## src/design/rbd_pkg.sv

```systemverilog
// constants and types for the receive ring and dma pointer block
// Functional notes
// - transmit whole programmed length, never truncate
// - ring first/last pages are 8-bit page numbers
// - compare next buffer page with read boundary
// - abort receive dma when next equals boundary
// - write page restores local pointer on error
// - local dma address readable as byte pair
// - remote dma address readable as byte pair
// - boundary reached sets ring exhausted warning
// - remote transfer end sets done flag
// - overflow status bit follows overflow, read-only
package rbd_pkg;
    localparam logic [7:0] OFS_TX_PAGE    = 8'h00;
    localparam logic [7:0] OFS_TX_LEN_HI  = 8'h04;
    localparam logic [7:0] OFS_TX_LEN_LO  = 8'h08;
    localparam logic [7:0] OFS_RING_START = 8'h0c;
    localparam logic [7:0] OFS_RING_STOP  = 8'h10;
    localparam logic [7:0] OFS_BOUNDARY   = 8'h14;
    localparam logic [7:0] OFS_WRITE_PAGE = 8'h18;
    localparam logic [7:0] OFS_RS_HI      = 8'h1c;
    localparam logic [7:0] OFS_RS_LO      = 8'h20;
    localparam logic [7:0] OFS_RC_HI      = 8'h24;
    localparam logic [7:0] OFS_RC_LO      = 8'h28;
    localparam logic [7:0] OFS_LOC_HI     = 8'h2c;
    localparam logic [7:0] OFS_LOC_LO     = 8'h30;
    localparam logic [7:0] OFS_RMT_HI     = 8'h34;
    localparam logic [7:0] OFS_RMT_LO     = 8'h38;
    localparam logic [7:0] OFS_COMMAND    = 8'h3c;
    localparam logic [7:0] OFS_INT_STATUS = 8'h40;
    localparam logic [7:0] OFS_INT_MASK   = 8'h44;
    localparam int CMD_REMOTE_GO  = 0;
    localparam int CMD_TX_GO      = 1;
    localparam int ST_TX_DONE     = 1;
    localparam int ST_EXHAUSTED   = 4;
    localparam int ST_REMOTE_DONE = 6;
    localparam int ST_OVERFLOW    = 7;
    localparam logic [7:0] STICKY_BITS = 8'h52;
    localparam logic [7:0] RESET_BYTE  = 8'h00;
    localparam logic [7:0] PAGE_LAST   = 8'hff;
    typedef struct packed {
        logic        en;
        logic [15:0] addr;
        logic [7:0]  data;
    } rbd_memwr_t;
endpackage

```

## src/design/rbd_ring_dma.sv

```systemverilog
// ring buffer, transmit and remote dma pointer logic with avalon-mm registers
`timescale 1ns/10ps
`default_nettype none
module rbd_ring_dma (
    input  wire logic              clk,
    input  wire logic              rst_b,
    input  wire logic [7:0]        avsAddress,
    input  wire logic              avsRead,
    input  wire logic              avsWrite,
    input  wire logic [3:0]        avsByteenable,
    input  wire logic [31:0]       avsWritedata,
    output logic [31:0]            avsReaddata,
    output logic                   avsWaitrequest,
    output logic                   irq,
    input  wire logic              rxValid,
    input  wire logic [7:0]        rxData,
    input  wire logic              rxEnd,
    input  wire logic              rxErr,
    output rbd_pkg::rbd_memwr_t    memWr,
    output logic                   txBusy,
    output logic [15:0]            txAddr,
    input  wire logic              txAck,
    output logic                   rmtBusy,
    output logic [15:0]            rmtAddr,
    input  wire logic              rmtAck
);
    logic [7:0]  txPage_reg, txLenHi_reg, txLenLo_reg, start_reg, stop_reg, ring_read_boundary_reg;
    logic [7:0]  wrPage_reg, rsHi_reg, rsLo_reg, rcHi_reg, rcLo_reg;
    logic [7:0]  status_reg, mask_reg;
    logic [15:0] loc_reg, txLeft_reg, rmtCnt_reg;
    logic        abort_reg, ovf_reg;
    logic        wait_reg;
    logic [31:0] rd_reg;

    // next page after a given one, wrapping from stop back to start
    function automatic logic [7:0] pageAfter(input logic [7:0] p, input logic [7:0] s,
                                             input logic [7:0] e);
        logic [7:0] n;
        n = p + 8'h01;
        pageAfter = (n == e) ? s : n;
    endfunction

    // bus decode; a write lands only on the edge where waitrequest is low
    wire         wrTake = avsWrite && !wait_reg && avsByteenable[0];
    wire [7:0]   wd     = avsWritedata[7:0];
    function automatic logic hit(input logic [7:0] a, input logic [7:0] o, input logic t);
        hit = t && (a == o);
    endfunction
    wire wTxPage = hit(avsAddress, rbd_pkg::OFS_TX_PAGE, wrTake);
    wire wTxHi   = hit(avsAddress, rbd_pkg::OFS_TX_LEN_HI, wrTake);
    wire wTxLo   = hit(avsAddress, rbd_pkg::OFS_TX_LEN_LO, wrTake);
    wire wStart  = hit(avsAddress, rbd_pkg::OFS_RING_START, wrTake);
    wire wStop   = hit(avsAddress, rbd_pkg::OFS_RING_STOP, wrTake);
    wire wBnry   = hit(avsAddress, rbd_pkg::OFS_BOUNDARY, wrTake);
    wire wWrPage = hit(avsAddress, rbd_pkg::OFS_WRITE_PAGE, wrTake);
    wire wRsHi   = hit(avsAddress, rbd_pkg::OFS_RS_HI, wrTake);
    wire wRsLo   = hit(avsAddress, rbd_pkg::OFS_RS_LO, wrTake);
    wire wRcHi   = hit(avsAddress, rbd_pkg::OFS_RC_HI, wrTake);
    wire wRcLo   = hit(avsAddress, rbd_pkg::OFS_RC_LO, wrTake);
    wire wCmd    = hit(avsAddress, rbd_pkg::OFS_COMMAND, wrTake);
    wire wStat   = hit(avsAddress, rbd_pkg::OFS_INT_STATUS, wrTake);
    wire wMask   = hit(avsAddress, rbd_pkg::OFS_INT_MASK, wrTake);
    wire goRmt   = wCmd && wd[rbd_pkg::CMD_REMOTE_GO];
    wire goTx    = wCmd && wd[rbd_pkg::CMD_TX_GO];

    // receive side
    wire [7:0]  curPage  = loc_reg[15:8];
    wire        pageEnd  = (loc_reg[7:0] == rbd_pkg::PAGE_LAST);
    wire [7:0]  nextPage = pageAfter(curPage, start_reg, stop_reg);
    wire        hitBnry  = (nextPage == ring_read_boundary_reg);
    wire        store    = rxValid && !abort_reg;
    wire        exhaust  = store && pageEnd && hitBnry;
    wire [15:0] pktDone  = {pageAfter(curPage, start_reg, stop_reg), rbd_pkg::RESET_BYTE};
    wire [15:0] restore  = {wrPage_reg, rbd_pkg::RESET_BYTE};
    logic [15:0] loc_next;
    always_comb begin
        loc_next = loc_reg;
        if (wWrPage)
            loc_next = {wd, rbd_pkg::RESET_BYTE};
        else if (rxEnd)
            loc_next = (rxErr || abort_reg) ? restore : pktDone;
        else if (store && !exhaust)
            loc_next = pageEnd ? {nextPage, rbd_pkg::RESET_BYTE} : loc_reg + 16'h0001;
    end
    wire        goodEnd = rxEnd && !rxErr && !abort_reg && !wWrPage;

    // remote and transmit counters
    wire rmtStep  = rmtBusy && rmtAck;
    wire rmtFin   = rmtStep && (rmtCnt_reg == 16'h0001);
    wire rmtZero  = goRmt && ({rcHi_reg, rcLo_reg} == 16'h0000);
    wire txStep   = txBusy && txAck;
    wire txFin    = txStep && (txLeft_reg == 16'h0001);

    // status: set wins over write-one-to-clear
    logic [7:0] setBits;
    always_comb begin
        setBits = 8'h00;
        setBits[rbd_pkg::ST_TX_DONE]     = txFin;
        setBits[rbd_pkg::ST_EXHAUSTED]   = exhaust;
        setBits[rbd_pkg::ST_REMOTE_DONE] = rmtFin || rmtZero;
    end
    wire [7:0] clrBits     = wStat ? (wd & rbd_pkg::STICKY_BITS) : 8'h00;
    wire [7:0] status_next = ((status_reg & ~clrBits) | setBits) & rbd_pkg::STICKY_BITS;
    wire [7:0] statusView  = status_reg | ({7'h00, ovf_reg} << rbd_pkg::ST_OVERFLOW);

    logic [7:0] rdByte;
    always_comb begin
        unique case (avsAddress)
            rbd_pkg::OFS_TX_PAGE:    rdByte = txPage_reg;
            rbd_pkg::OFS_TX_LEN_HI:  rdByte = txLenHi_reg;
            rbd_pkg::OFS_TX_LEN_LO:  rdByte = txLenLo_reg;
            rbd_pkg::OFS_RING_START: rdByte = start_reg;
            rbd_pkg::OFS_RING_STOP:  rdByte = stop_reg;
            rbd_pkg::OFS_BOUNDARY:   rdByte = ring_read_boundary_reg;
            rbd_pkg::OFS_WRITE_PAGE: rdByte = wrPage_reg;
            rbd_pkg::OFS_RS_HI:      rdByte = rsHi_reg;
            rbd_pkg::OFS_RS_LO:      rdByte = rsLo_reg;
            rbd_pkg::OFS_RC_HI:      rdByte = rcHi_reg;
            rbd_pkg::OFS_RC_LO:      rdByte = rcLo_reg;
            rbd_pkg::OFS_LOC_HI:     rdByte = loc_reg[15:8];
            rbd_pkg::OFS_LOC_LO:     rdByte = loc_reg[7:0];
            rbd_pkg::OFS_RMT_HI:     rdByte = rmtAddr[15:8];
            rbd_pkg::OFS_RMT_LO:     rdByte = rmtAddr[7:0];
            rbd_pkg::OFS_COMMAND:    rdByte = {6'h00, txBusy, rmtBusy};
            rbd_pkg::OFS_INT_STATUS: rdByte = statusView;
            rbd_pkg::OFS_INT_MASK:   rdByte = mask_reg;
            default:                 rdByte = 8'h00;
        endcase
    end

    // one wait cycle per access keeps read data registered
    always_ff @(posedge clk) begin
        if (!rst_b) begin
            wait_reg <= 1'b1;
            rd_reg   <= 32'h0000_0000;
        end else begin
            wait_reg <= !((avsRead || avsWrite) && wait_reg);
            if (avsRead && wait_reg)
                rd_reg <= {24'h00_0000, rdByte};
        end
    end

    always_ff @(posedge clk) begin
        if (!rst_b) begin
            txPage_reg  <= rbd_pkg::RESET_BYTE;
            txLenHi_reg <= rbd_pkg::RESET_BYTE;
            txLenLo_reg <= rbd_pkg::RESET_BYTE;
            start_reg   <= rbd_pkg::RESET_BYTE;
            stop_reg    <= rbd_pkg::RESET_BYTE;
            ring_read_boundary_reg    <= rbd_pkg::RESET_BYTE;
            rsHi_reg    <= rbd_pkg::RESET_BYTE;
            rsLo_reg    <= rbd_pkg::RESET_BYTE;
            rcHi_reg    <= rbd_pkg::RESET_BYTE;
            rcLo_reg    <= rbd_pkg::RESET_BYTE;
            mask_reg    <= rbd_pkg::RESET_BYTE;
        end else begin
            if (wTxPage) txPage_reg  <= wd;
            if (wTxHi)   txLenHi_reg <= wd;
            if (wTxLo)   txLenLo_reg <= wd;
            if (wStart)  start_reg   <= wd;
            if (wStop)   stop_reg    <= wd;
            if (wBnry)   ring_read_boundary_reg    <= wd;
            if (wRsHi)   rsHi_reg    <= wd;
            if (wRsLo)   rsLo_reg    <= wd;
            if (wRcHi)   rcHi_reg    <= wd;
            if (wRcLo)   rcLo_reg    <= wd;
            if (wMask)   mask_reg    <= wd;
        end
    end

    // receive ring state; overflow holds until software writes the boundary register
    always_ff @(posedge clk) begin
        if (!rst_b) begin
            loc_reg    <= 16'h0000;
            wrPage_reg <= rbd_pkg::RESET_BYTE;
            abort_reg  <= 1'b0;
            ovf_reg    <= 1'b0;
            memWr      <= '0;
        end else begin
            loc_reg <= loc_next;
            if (wWrPage)
                wrPage_reg <= wd;
            else if (goodEnd)
                wrPage_reg <= pktDone[15:8];
            abort_reg <= rxEnd ? 1'b0 : (abort_reg || exhaust);
            ovf_reg   <= exhaust || (ovf_reg && !wBnry);
            memWr.en   <= store;
            memWr.addr <= loc_reg;
            memWr.data <= rxData;
        end
    end

    // remote and transmit engines, status and interrupt
    always_ff @(posedge clk) begin
        if (!rst_b) begin
            rmtBusy    <= 1'b0;
            rmtAddr    <= 16'h0000;
            rmtCnt_reg <= 16'h0000;
            txBusy     <= 1'b0;
            txAddr     <= 16'h0000;
            txLeft_reg <= 16'h0000;
            status_reg <= rbd_pkg::RESET_BYTE;
            irq        <= 1'b0;
        end else begin
            if (goRmt) begin
                rmtAddr    <= {rsHi_reg, rsLo_reg};
                rmtCnt_reg <= {rcHi_reg, rcLo_reg};
                rmtBusy    <= !rmtZero;
            end else if (rmtStep) begin
                rmtAddr    <= rmtAddr + 16'h0001;
                rmtCnt_reg <= rmtCnt_reg - 16'h0001;
                rmtBusy    <= !rmtFin;
            end
            if (goTx) begin
                txAddr     <= {txPage_reg, rbd_pkg::RESET_BYTE};
                txLeft_reg <= {txLenHi_reg, txLenLo_reg};
                txBusy     <= ({txLenHi_reg, txLenLo_reg} != 16'h0000);
            end else if (txStep) begin
                txAddr     <= txAddr + 16'h0001;
                txLeft_reg <= txLeft_reg - 16'h0001;
                txBusy     <= !txFin;
            end
            status_reg <= status_next;
            irq        <= |(status_next & mask_reg);
        end
    end

    assign avsWaitrequest = wait_reg;
    assign avsReaddata    = rd_reg;
endmodule // rbd_ring_dma
`default_nettype wire

```

## config.mk

```make
export PLATFORM = sky130hd
export DESIGN_NAME = rbd_ring_dma
export DESIGN_NICKNAME = d
export VERILOG_FILES = /design/src/design/rbd_pkg.sv /design/src/design/rbd_ring_dma.sv
export SDC_FILE = /design/constraint.sdc
export NUM_CORES = 1
export LEC_CHECK = 0
export CAP_MARGIN = 20
export CORE_UTILIZATION = 25
export DETAILED_ROUTE_END_ITERATION = 8
export DONT_BUFFER_PORTS = 1
export PLACE_DENSITY = 0.5
export SLEW_MARGIN = 20
export SYNTH_ARGS = -nofsm -noshare
export SYNTH_HDL_FRONTEND = slang
export SYNTH_SLANG_ARGS = --single-unit
export TNS_END_PERCENT = 20
```

## constraint.sdc

```tcl
create_clock -name clk -period 3.39 [get_ports clk]
set_clock_uncertainty 0.15 [all_clocks]
set_input_delay 0.678 -clock clk [delete_from_list [all_inputs] [get_ports clk]]
set_output_delay 0.678 -clock clk [all_outputs]
set_load 0.02 [all_outputs]
```

==> out/qor.csv, run 1 <==
metric;value;unit
postRouteAntennaNets;0;
setup_violations;0;
reg2reg_to;loc_reg[7];
clkPwrFrac;49.0;%
slowest_stage;dfxtp_1;
yosysMostFrequentCell;dfxtp_1;
rows;75;
synth-edff-count;0;
vdd_drop_max;0.0002981;V
area_growth;14.66;%
final_cell_area;0.01239;mm2
cts_buffers;25;
synthCells;1339;
final-hold-violation-count;0;
io_pins;154;
maxSlewViolCount;0;
htree_levels;1;
place_area;0.01150;mm2
drive_gt1_share;9.111;%
power.share.combinational;4.4;%
cp_slowest_stage_delay;0.57;ns
powerDensity;452.9;mW/mm2
vias;10010;
drc;0;
ys.warnings.count;0;
wl;38830;um
drt_iter0_markers;951;
hp-class;in -> reg;
grt_pass1_wl;58440;um
grt_max_degree;87;
postSynthAreaPerCell;8.068;um2
crit_fanout;15;
largest_reg_flops;25;
grt_use_total;17.29;%
synth_commonest_cells;218 x dfxtp_1, 169 x nand2_1, 138 x nor2_1, 122 x a21oi_1, 110 x nand3_1;
synthFlopType;dfxtp_1;
gp_congestion;0.9165;
ys_seq_area_share;40.40;%
required;3.71;ns
ys_async_sr_fraction;0;%
holdPathStages;1;
finalWorstPathRequiredPeriod;3.218;ns
hold_end;abort_reg;
largest-register;memWr;
cp-start-kind;flop;
synth_largest_area_cell;dfxtp_1;
p_int;4.273;mW
setup_tns;0;ns
hp-start;rxEnd;
fillers;4523;
root_buffer;clkbuf_16;
avgViaCountPerCell;5.196;
antenna_cells;0;
p_leak;4.181;nW
p_switching;1.337;mW
hpwl;27570;um
seqPwrFrac;46.6;%
p_sw_share;23.83;%
dieArea;0.04405;mm2
core;0.04232;mm2
tritoncts;built;
initial_core_util;25.53;%
antenna_found_initial;0;
synth_area_leaders;dfxtp_1 40%, nand2_1 5.9%, a21oi_1 5.7%, nand3_1 5.1%, nor2_1 4.8%;
clockBufferDepth;3;
portBuffers;0;
synth_top_cell_area_share;40.40;%
place_ws;0.1535;ns
layout.nets;1402;
outcome;finished, final reports clean;
gr-total-overflow;0;
grt_pass1_vias;9285;
cp.arrival;3.54;ns
cp-end-kind;flop;
drv_cap;0;
max_slew_margin;49.28;%
first_pass_iters;5;
post-route-period-util;94.93;%
rsz0062_at_grt;no;
worst_slack;0.1720;ns
clock_latency;0.54;ns
path_cells;nand3_1 > nor2_1 > xnor2_1 > nand4_4 > or3b_1 > o2111ai_2 > o31ai_4 > buf_4 > or4_1 > a21oi_1;
syn_area;0.01080;mm2
regToRegSetupSlack;0.17;ns
yosysUniqueCellTypes;71;
clkTransAtPathRegs;0.06;ns
tightest_slew;0.7592;ns
die_w;209.9;um
ys_ff_latch;218;
path_class;reg -> reg;
wl_per_cell;20.15;um
power;5.609;mW
reg2regPathDepth;10;
die-height;209.9;um
cts_sinks;218;
r2r_start;loc_reg[13];
max_freq;0.3108;GHz
## timing repair
item	in CTS	in global routing
gates resized for setup	0	10
setup endpoints to repair	0	6
buffers inserted	0	2
hold buffers	0	0
## layer usage
metal	vias up	routed length (um)	GRT usage [%]
met3	97	2976	3.980
met4	0	1701	8.130
met2	377	17290	27.04
met5	-	0	0
li1	4740	-	-
met1	4798	16860	22.44
## cell families (layout without fill, tap and decap cells)
logic type	after synthesis	count (layout)	synth area share, %
flip-flops	218	218	40.40
multiplexers	11	11	1.205
XOR/XNOR	84	84	7.007
AND/OR/NAND/NOR	567	567	24.92
AO/OA/AOI/OAI	327	327	20.22
buffers and inverters	123	111	5.281
other	1	24	0.03471
adder cells (fa/ha/maj)	8	8	0.9266
## cell type report
type	count	area, um2	area share, %
repair buffers	51	399.1	3.222
multi-input cells	1021	6015	48.56
clock inverters	11	116.4	0.9394
flip-flops and latches	218	4367	35.25
clock buffers	33	705.7	5.697
inverters	16	62.56	0.5050
well taps	577	721.9	5.828
## how the worst max path moves through the flow
stage / start / endpoint / slack (ns) / cells past startpoint
global route: loc_reg[13] / loc_reg[7] / 0.01 / 10
finish: loc_reg[13] / loc_reg[7] / 0.17 / 10
floorplan: loc_reg[9] / loc_reg[10] / 0.16 / 10
detailed placement: loc_reg[10] / loc_reg[7] / 0.15 / 12
CTS: loc_reg[10] / loc_reg[7] / 0.12 / 12
global placement: loc_reg[10] / loc_reg[7] / 0.15 / 12
## power groups by stage
| stage | registers, mW | logic (mW) | clock network, mW |
|---|---|---|---|
| floorplan | 2.66 | 0.218 | 0 |
| global placement | 2.67 | 0.234 | 0 |
| detailed placement | 2.67 | 0.236 | 0 |
| CTS | 2.61 | 0.237 | 2.82 |
| global route | 2.61 | 0.268 | 2.93 |
| finish | 2.61 | 0.245 | 2.75 |
## placed cells by master (no fill, tap or decap), types with 20 or more instances in the layout
master     instances
a211oi_1          52
a21oi_1          122
a221oi_1          28
a22o_1            22
and2_1            28
buf_4             49
clkbuf_16         25
conb_1            24
dfxtp_1          216
nand2_1          169
nand3_1          107
nor2_1           137
nor4_1            20
o21ai_0           35
xnor2_1           49
xor2_1            31
## critical path, delay by kind of cell (launching register included)
family / cells / cell delay [ns]
compound gates: 3 / 0.38
simple gates: 5 / 1.53
buf+inv: 1 / 0.20
flops: 1 / 0.57
xor+xnor: 1 / 0.30
## through the flow
| step | std cells | hold slack (ns) | utilization [%] |
|---|---|---|---|
| after floorplan | 1362 | 0.2857 | - |
| after CTS | 1925 | 0.03931 | 29.11 |
| after global placement | 1881 | 0.2918 | 27.17 |
| after global routing | 1927 | 0.05065 | 29.27 |
| final | 1927 | 0.06655 | 29.27 |
| after detailed placement | 1881 | 0.2971 | 27.17 |
Power figures use the tool's default switching activity.
==> inputs of run 2 (changes only) <==
==> constraint.sdc (replaced) <==
create_clock -name clk -period 3.39 [get_ports clk]
set_clock_uncertainty 0.15 [all_clocks]
set_input_delay 0.1695 -clock clk [delete_from_list [all_inputs] [get_ports clk]]
set_output_delay 0.1695 -clock clk [all_outputs]
set_load 0.02 [all_outputs]
==> run 2 against run 1 <==
Final area rose by 2.8%. Final cell count grew 1.6%. Sequential cell count is the same. Global-route usage decreased by 0.087 points. Core utilization grew 0.82 points. Via count grew 1.3%.
==> out/qor.csv, run 2 (synthesis gave the netlist of run 1 again) <==
metric;value;unit
outcome;finished, final reports clean;
grt_pass1_wl;58600;um
drv_cap;0;
seqPwrFrac;46.6;%
largest_reg_flops;25;
vias;10150;
cts_sinks;218;
holdPathStages;3;
hp-start;avsWrite;
antenna_cells;0;
regArea;0.004369;mm2
fin_cells;1958;
crit_fanout;15;
required;3.70;ns
wl;39260;um
rows;75;
io_pins;154;
clkTransAtPathRegs;0.06;ns
hpwl;27220;um
final_common_cell;dfxtp_1;
rsz0062_at_grt;no;
hold_end;mask_reg[4];
tritoncts;built;
portBuffers;0;
p_switching;1.384;mW
clkPwrFrac;47.5;%
wl_per_cell;20.05;um
die-height;209.9;um
drt_iter0_markers;1013;
layout.nets;1435;
path_class;reg -> reg;
drc;0;
finalWorstPathRequiredPeriod;3.200;ns
utilization;30.08;%
area_growth;17.86;%
setup_tns;0;ns
avgViaCountPerCell;5.182;
busiest_layer;met2;
fillers;4460;
hp-class;in -> reg;
maxSlewViolCount;0;
fin_hold_ws;0.02795;ns
postRouteAntennaNets;0;
grt_max_degree;79;
p_int;4.228;mW
gr-total-overflow;0;
cts_buffers;25;
regToRegSetupSlack;0.19;ns
final-hold-violation-count;0;
final_cell_area;0.01273;mm2
htree_levels;1;
power.share.combinational;5.9;%
grt_use_total;17.20;%
reg2regPathDepth;11;
clockBufferDepth;3;
setup_violations;0;
largest-register;memWr;
first_pass_iters;5;
dieArea;0.04405;mm2
grt_pass1_vias;9277;
die_w;209.9;um
clock_latency;0.53;ns
initial_core_util;25.53;%
cp-start-kind;flop;
tightest_slew;0.9917;ns
multi_input_area;0.006026;mm2
max_slew_margin;33.67;%
antenna_found_initial;1;
final_cell_mix;214 x dfxtp_1, 169 x nand2_1, 138 x nor2_1;
met1_usage;22.29;%
p_leak;4.332;nW
powerDensity;440.8;mW/mm2
drive_gt1_share;8.907;%
gp_congestion;0.9460;
cp.arrival;3.51;ns
vdd_drop_max;0.0003294;V
p_sw_share;24.66;%
place_area;0.01146;mm2
root_buffer;clkbuf_16;
post-route-period-util;94.41;%
core;0.04232;mm2
reg2reg_to;loc_reg[7];
cp-end-kind;flop;
max_freq;0.3125;GHz
met3_usage;3.157;%
use_met2;28.46;%
dp_cells;1875;
[run 2: repair_timing]
action,4_1_cts,5_1_grt
hold buffers,36,0
setup buffers,0,4
setup endpoints to repair,0,15
hold endpoints to repair,181,0
gates resized for setup,0,12
[run 2: worst max path at each step]
stage	end	slack, ns	startpoint	cells past startpoint
finish	loc_reg[7]	0.19	flop	11
global route	loc_reg[7]	0.006	flop	11
CTS	loc_reg[7]	0.07	loc_reg[10]	12
detailed placement	loc_reg[7]	0.10	loc_reg[10]	12
global placement	loc_reg[7]	0.12	flop	13
floorplan	loc_reg[10]	0.16	loc_reg[9]	10
[run 2: worst max-delay path: stages (launching register included)]
cell and delay [ns]:
dfxtp_2 0.34, ha_4 0.25, xnor2_1 0.16, nand2_1 0.12, nor4_4 0.43, nand4_4 0.21, or3b_1 0.44, o2111ai_2 0.13
o31ai_4 0.12, buf_6 0.18, or4_1 0.46, a21oi_1 0.14
[run 2: cell type report]
cell class | count | area share, %
timing repair buffer | 83 | 5.936
tap | 577 | 5.670
clock inverter | 11 | 0.7763
inverter | 16 | 0.4914
clock buffer | 31 | 5.483
sequential | 218 | 34.32
multi-input combinational | 1022 | 47.33
[run 2: power groups by stage]
stage | clock network, mW | registers, mW | logic (mW)
2_1_floorplan | 0 | 2.66 | 0.218
3_3_place_gp | 0 | 2.67 | 0.232
3_5_place_dp | 0 | 2.67 | 0.233
4_1_cts | 2.74 | 2.61 | 0.310
5_1_grt | 2.85 | 2.61 | 0.352
6_report | 2.67 | 2.61 | 0.329
[run 2: layer usage]
| metal | vias to the layer above | wire, um |
|---|---|---|
| met1 | 4848 | 16880 |
| met4 | 2 | 1235 |
| met3 | 69 | 2909 |
| met2 | 390 | 18220 |
| li1 | 4837 | - |
| met5 | - | 13 |
[run 2: metrics by stage]
stage,total power [mW],setup WS [ns]
detailed placement,2.903,0.1009
CTS,5.662,0.06699
global route,5.812,0.005872
global placement,2.902,0.1243
floorplan,2.877,0.1582
finish,5.612,0.1895
==> inputs of run 3 (changes only) <==
--- a/config.mk
+++ b/config.mk
@@ -10,6 +10,7 @@
 export DETAILED_ROUTE_END_ITERATION = 8
 export DONT_BUFFER_PORTS = 1
 export PLACE_DENSITY = 0.5
+export SETUP_SLACK_MARGIN = 0.2
 export SLEW_MARGIN = 20
 export SYNTH_ARGS = -nofsm -noshare
 export SYNTH_HDL_FRONTEND = slang
==> run 3 against run 2 <==
Via count hardly changed. Highest routed layer is now met4. Largest power group unchanged. Non-clock buffer count increased by 10. Core utilization increased by 0.70 points. Largest cell class unchanged.
==> out/qor.csv, run 3 (synthesis gave the netlist of run 1 again) <==
metric;value;unit
outcome;finished, final reports clean;
regArea;0.004369;mm2
largest_reg_flops;25;
finalWorstPathRequiredPeriod;3.105;ns
tritoncts;built;
setup_tns;0;ns
p_leak;4.469;nW
max_slew_margin;30.03;%
drive_gt1_share;10.52;%
cp_slowest_stage_delay;0.42;ns
grt_pass1_wl;59350;um
p_switching;1.457;mW
wl;39860;um
htree_levels;1;
clkTransAtPathRegs;0.06;ns
cp.arrival;3.40;ns
path_class;reg -> reg;
drc;0;
gr-total-overflow;0;
avgViaCountPerCell;5.139;
utilization;30.78;%
grt_max_degree;65;
cp-endpoint;loc_reg[14];
hp-class;in -> reg;
final-hold-violation-count;0;
p_int;4.615;mW
path_cells;ha_4 > xnor2_2 > nand2_1 > nor4_4 > nand4_4 > buf_6 > mux2i_4 > xnor2_2 > o31ai_4 > nand2_4 > mux2_4;
required;3.68;ns
power.share.combinational;5.6;%
root_buffer;clkbuf_16;
post-route-period-util;91.58;%
maxSlewViolCount;0;
dieArea;0.04405;mm2
grt_use_total;17.62;%
drt_iter0_markers;937;
drv_cap;0;
die-height;209.9;um
p_sw_share;24.00;%
vias;10150;
initial_core_util;25.53;%
slowest_stage;o31ai_4;
portBuffers;0;
rsz0062_at_grt;yes;
cpMostUsedCell;xnor2_2;
cp-end-kind;flop;
io_pins;154;
gp_congestion;0.9447;
final_common_cell;dfxtp_1;
reg2regPathDepth;11;
multi_input_area;0.006087;mm2
reg2reg_to;loc_reg[14];
fillers;4486;
largest-register;memWr;
crit_fanout;7;
core;0.04232;mm2
hpwl;27660;um
tightest_slew;1.046;ns
wl_per_cell;20.18;um
setup_violations;0;
clkPwrFrac;51.4;%
clockBufferDepth;3;
final_cell_mix;214 x dfxtp_1, 169 x nand2_1, 137 x nor2_1;
first_pass_iters;5;
powerDensity;466.0;mW/mm2
regToRegSetupSlack;0.29;ns
vdd_drop_max;0.0003341;V
layout.nets;1446;
max_freq;0.3221;GHz
die_w;209.9;um
cp-start-kind;flop;
clock_latency;0.56;ns
seqPwrFrac;43.1;%
area_growth;20.60;%
cts_buffers;27;
cts_sinks;218;
grt_pass1_vias;9460;
rows;75;
postRouteAntennaNets;0;
antenna_found_initial;2;
==> run 3: changes by cell type in the layout (fill, tap and decap cells not counted), moves of 2 or more <==
| cell | delta |
|---|---|
| clkbuf_8 | +2 |
| bufinv_16 | +3 |
| clkbuf_16 | +2 |
| dlygate4sd3_1 | +2 |
| buf_4 | +9 |
| xnor2_2 | +3 |
| xnor2_1 | -3 |
==> run 3: per-stage QoR <==
stage	area (um2)	hold slack [ns]	setup WS (ns)	total power, mW	cells
3_5_place_dp	11500	0.09967	0.02521	2.902	1881
4_1_cts	12890	0.001876	0.1782	6.115	1971
3_3_place_gp	11500	0.09574	0.06731	2.900	1881
5_1_grt	13030	0.04512	0.1581	6.278	1975
6_report	13030	0.02431	0.2853	6.072	1975
2_1_floorplan	10900	0.1354	0.2226	2.877	1362
==> run 3: layout make-up <==
cell class                      instances  area share (%)
Timing Repair Buffer                   93           6.319
Tap cell                              577           5.541
Multi-Input combinational cell       1021           46.72
Sequential cell                       218           33.54
Inverter                               16          0.4802
Antenna cell                            1         0.01921
Clock buffer                           35           5.954
Clock inverter                         14           1.431
==> run 3: power groups by stage <==
stage	clock network, mW	registers [mW]	logic (mW)
floorplan	0	2.66	0.218
detailed placement	0	2.67	0.233
finish	3.12	2.61	0.337
global placement	0	2.67	0.232
global route	3.30	2.62	0.358
CTS	3.19	2.61	0.317
==> run 3: worst max-delay path: cells and delay by family, from the launching register on <==
| kind | cells | cell delay, ns |
|---|---|---|
| and+or+nand+nor | 4 | 0.82 |
| muxes | 2 | 0.52 |
| adders and majority gates | 1 | 0.30 |
| xor gates and xnor gates | 2 | 0.27 |
| AOI/OAI and AO/OA | 1 | 0.42 |
| DFF | 1 | 0.34 |
| buffers and inverters | 1 | 0.18 |
==> run 3: timing repair <==
| item | 4_1_cts | 5_1_grt |
|---|---|---|
| pin swaps | 2 | 3 |
| gates cloned | 0 | 0 |
| hold buffers | 38 | 0 |
| setup endpoints to repair | 11 | 18 |
| buffers inserted | 3 | 3 |
| hold endpoints to repair | 186 | 0 |
| resized for setup | 2 | 21 |
==> run 3: worst min-delay path by stage <==
| stage | startpoint | to | depth (start not counted) |
|---|---|---|---|
| finish | avsWritedata[1] | txLeft_reg[3] | 4 |
| global route | avsWritedata[1] | txAddr[11] | 4 |
| CTS | avsAddress[3] | txBusy | 5 |
| detailed placement | rxEnd | abort_reg | 1 |
| global placement | rxEnd | abort_reg | 1 |
| floorplan | avsRead | avsWaitrequest | 1 |
==> run 3: routing by layer <==
layer | up-vias | track usage, % | part of all wire (%)
met5 | - | 0 | 0
met4 | 0 | 7.123 | 3.7
li1 | 4846 | - | -
met3 | 66 | 3.546 | 6.9
met2 | 396 | 28.55 | 46
met1 | 4841 | 22.83 | 43
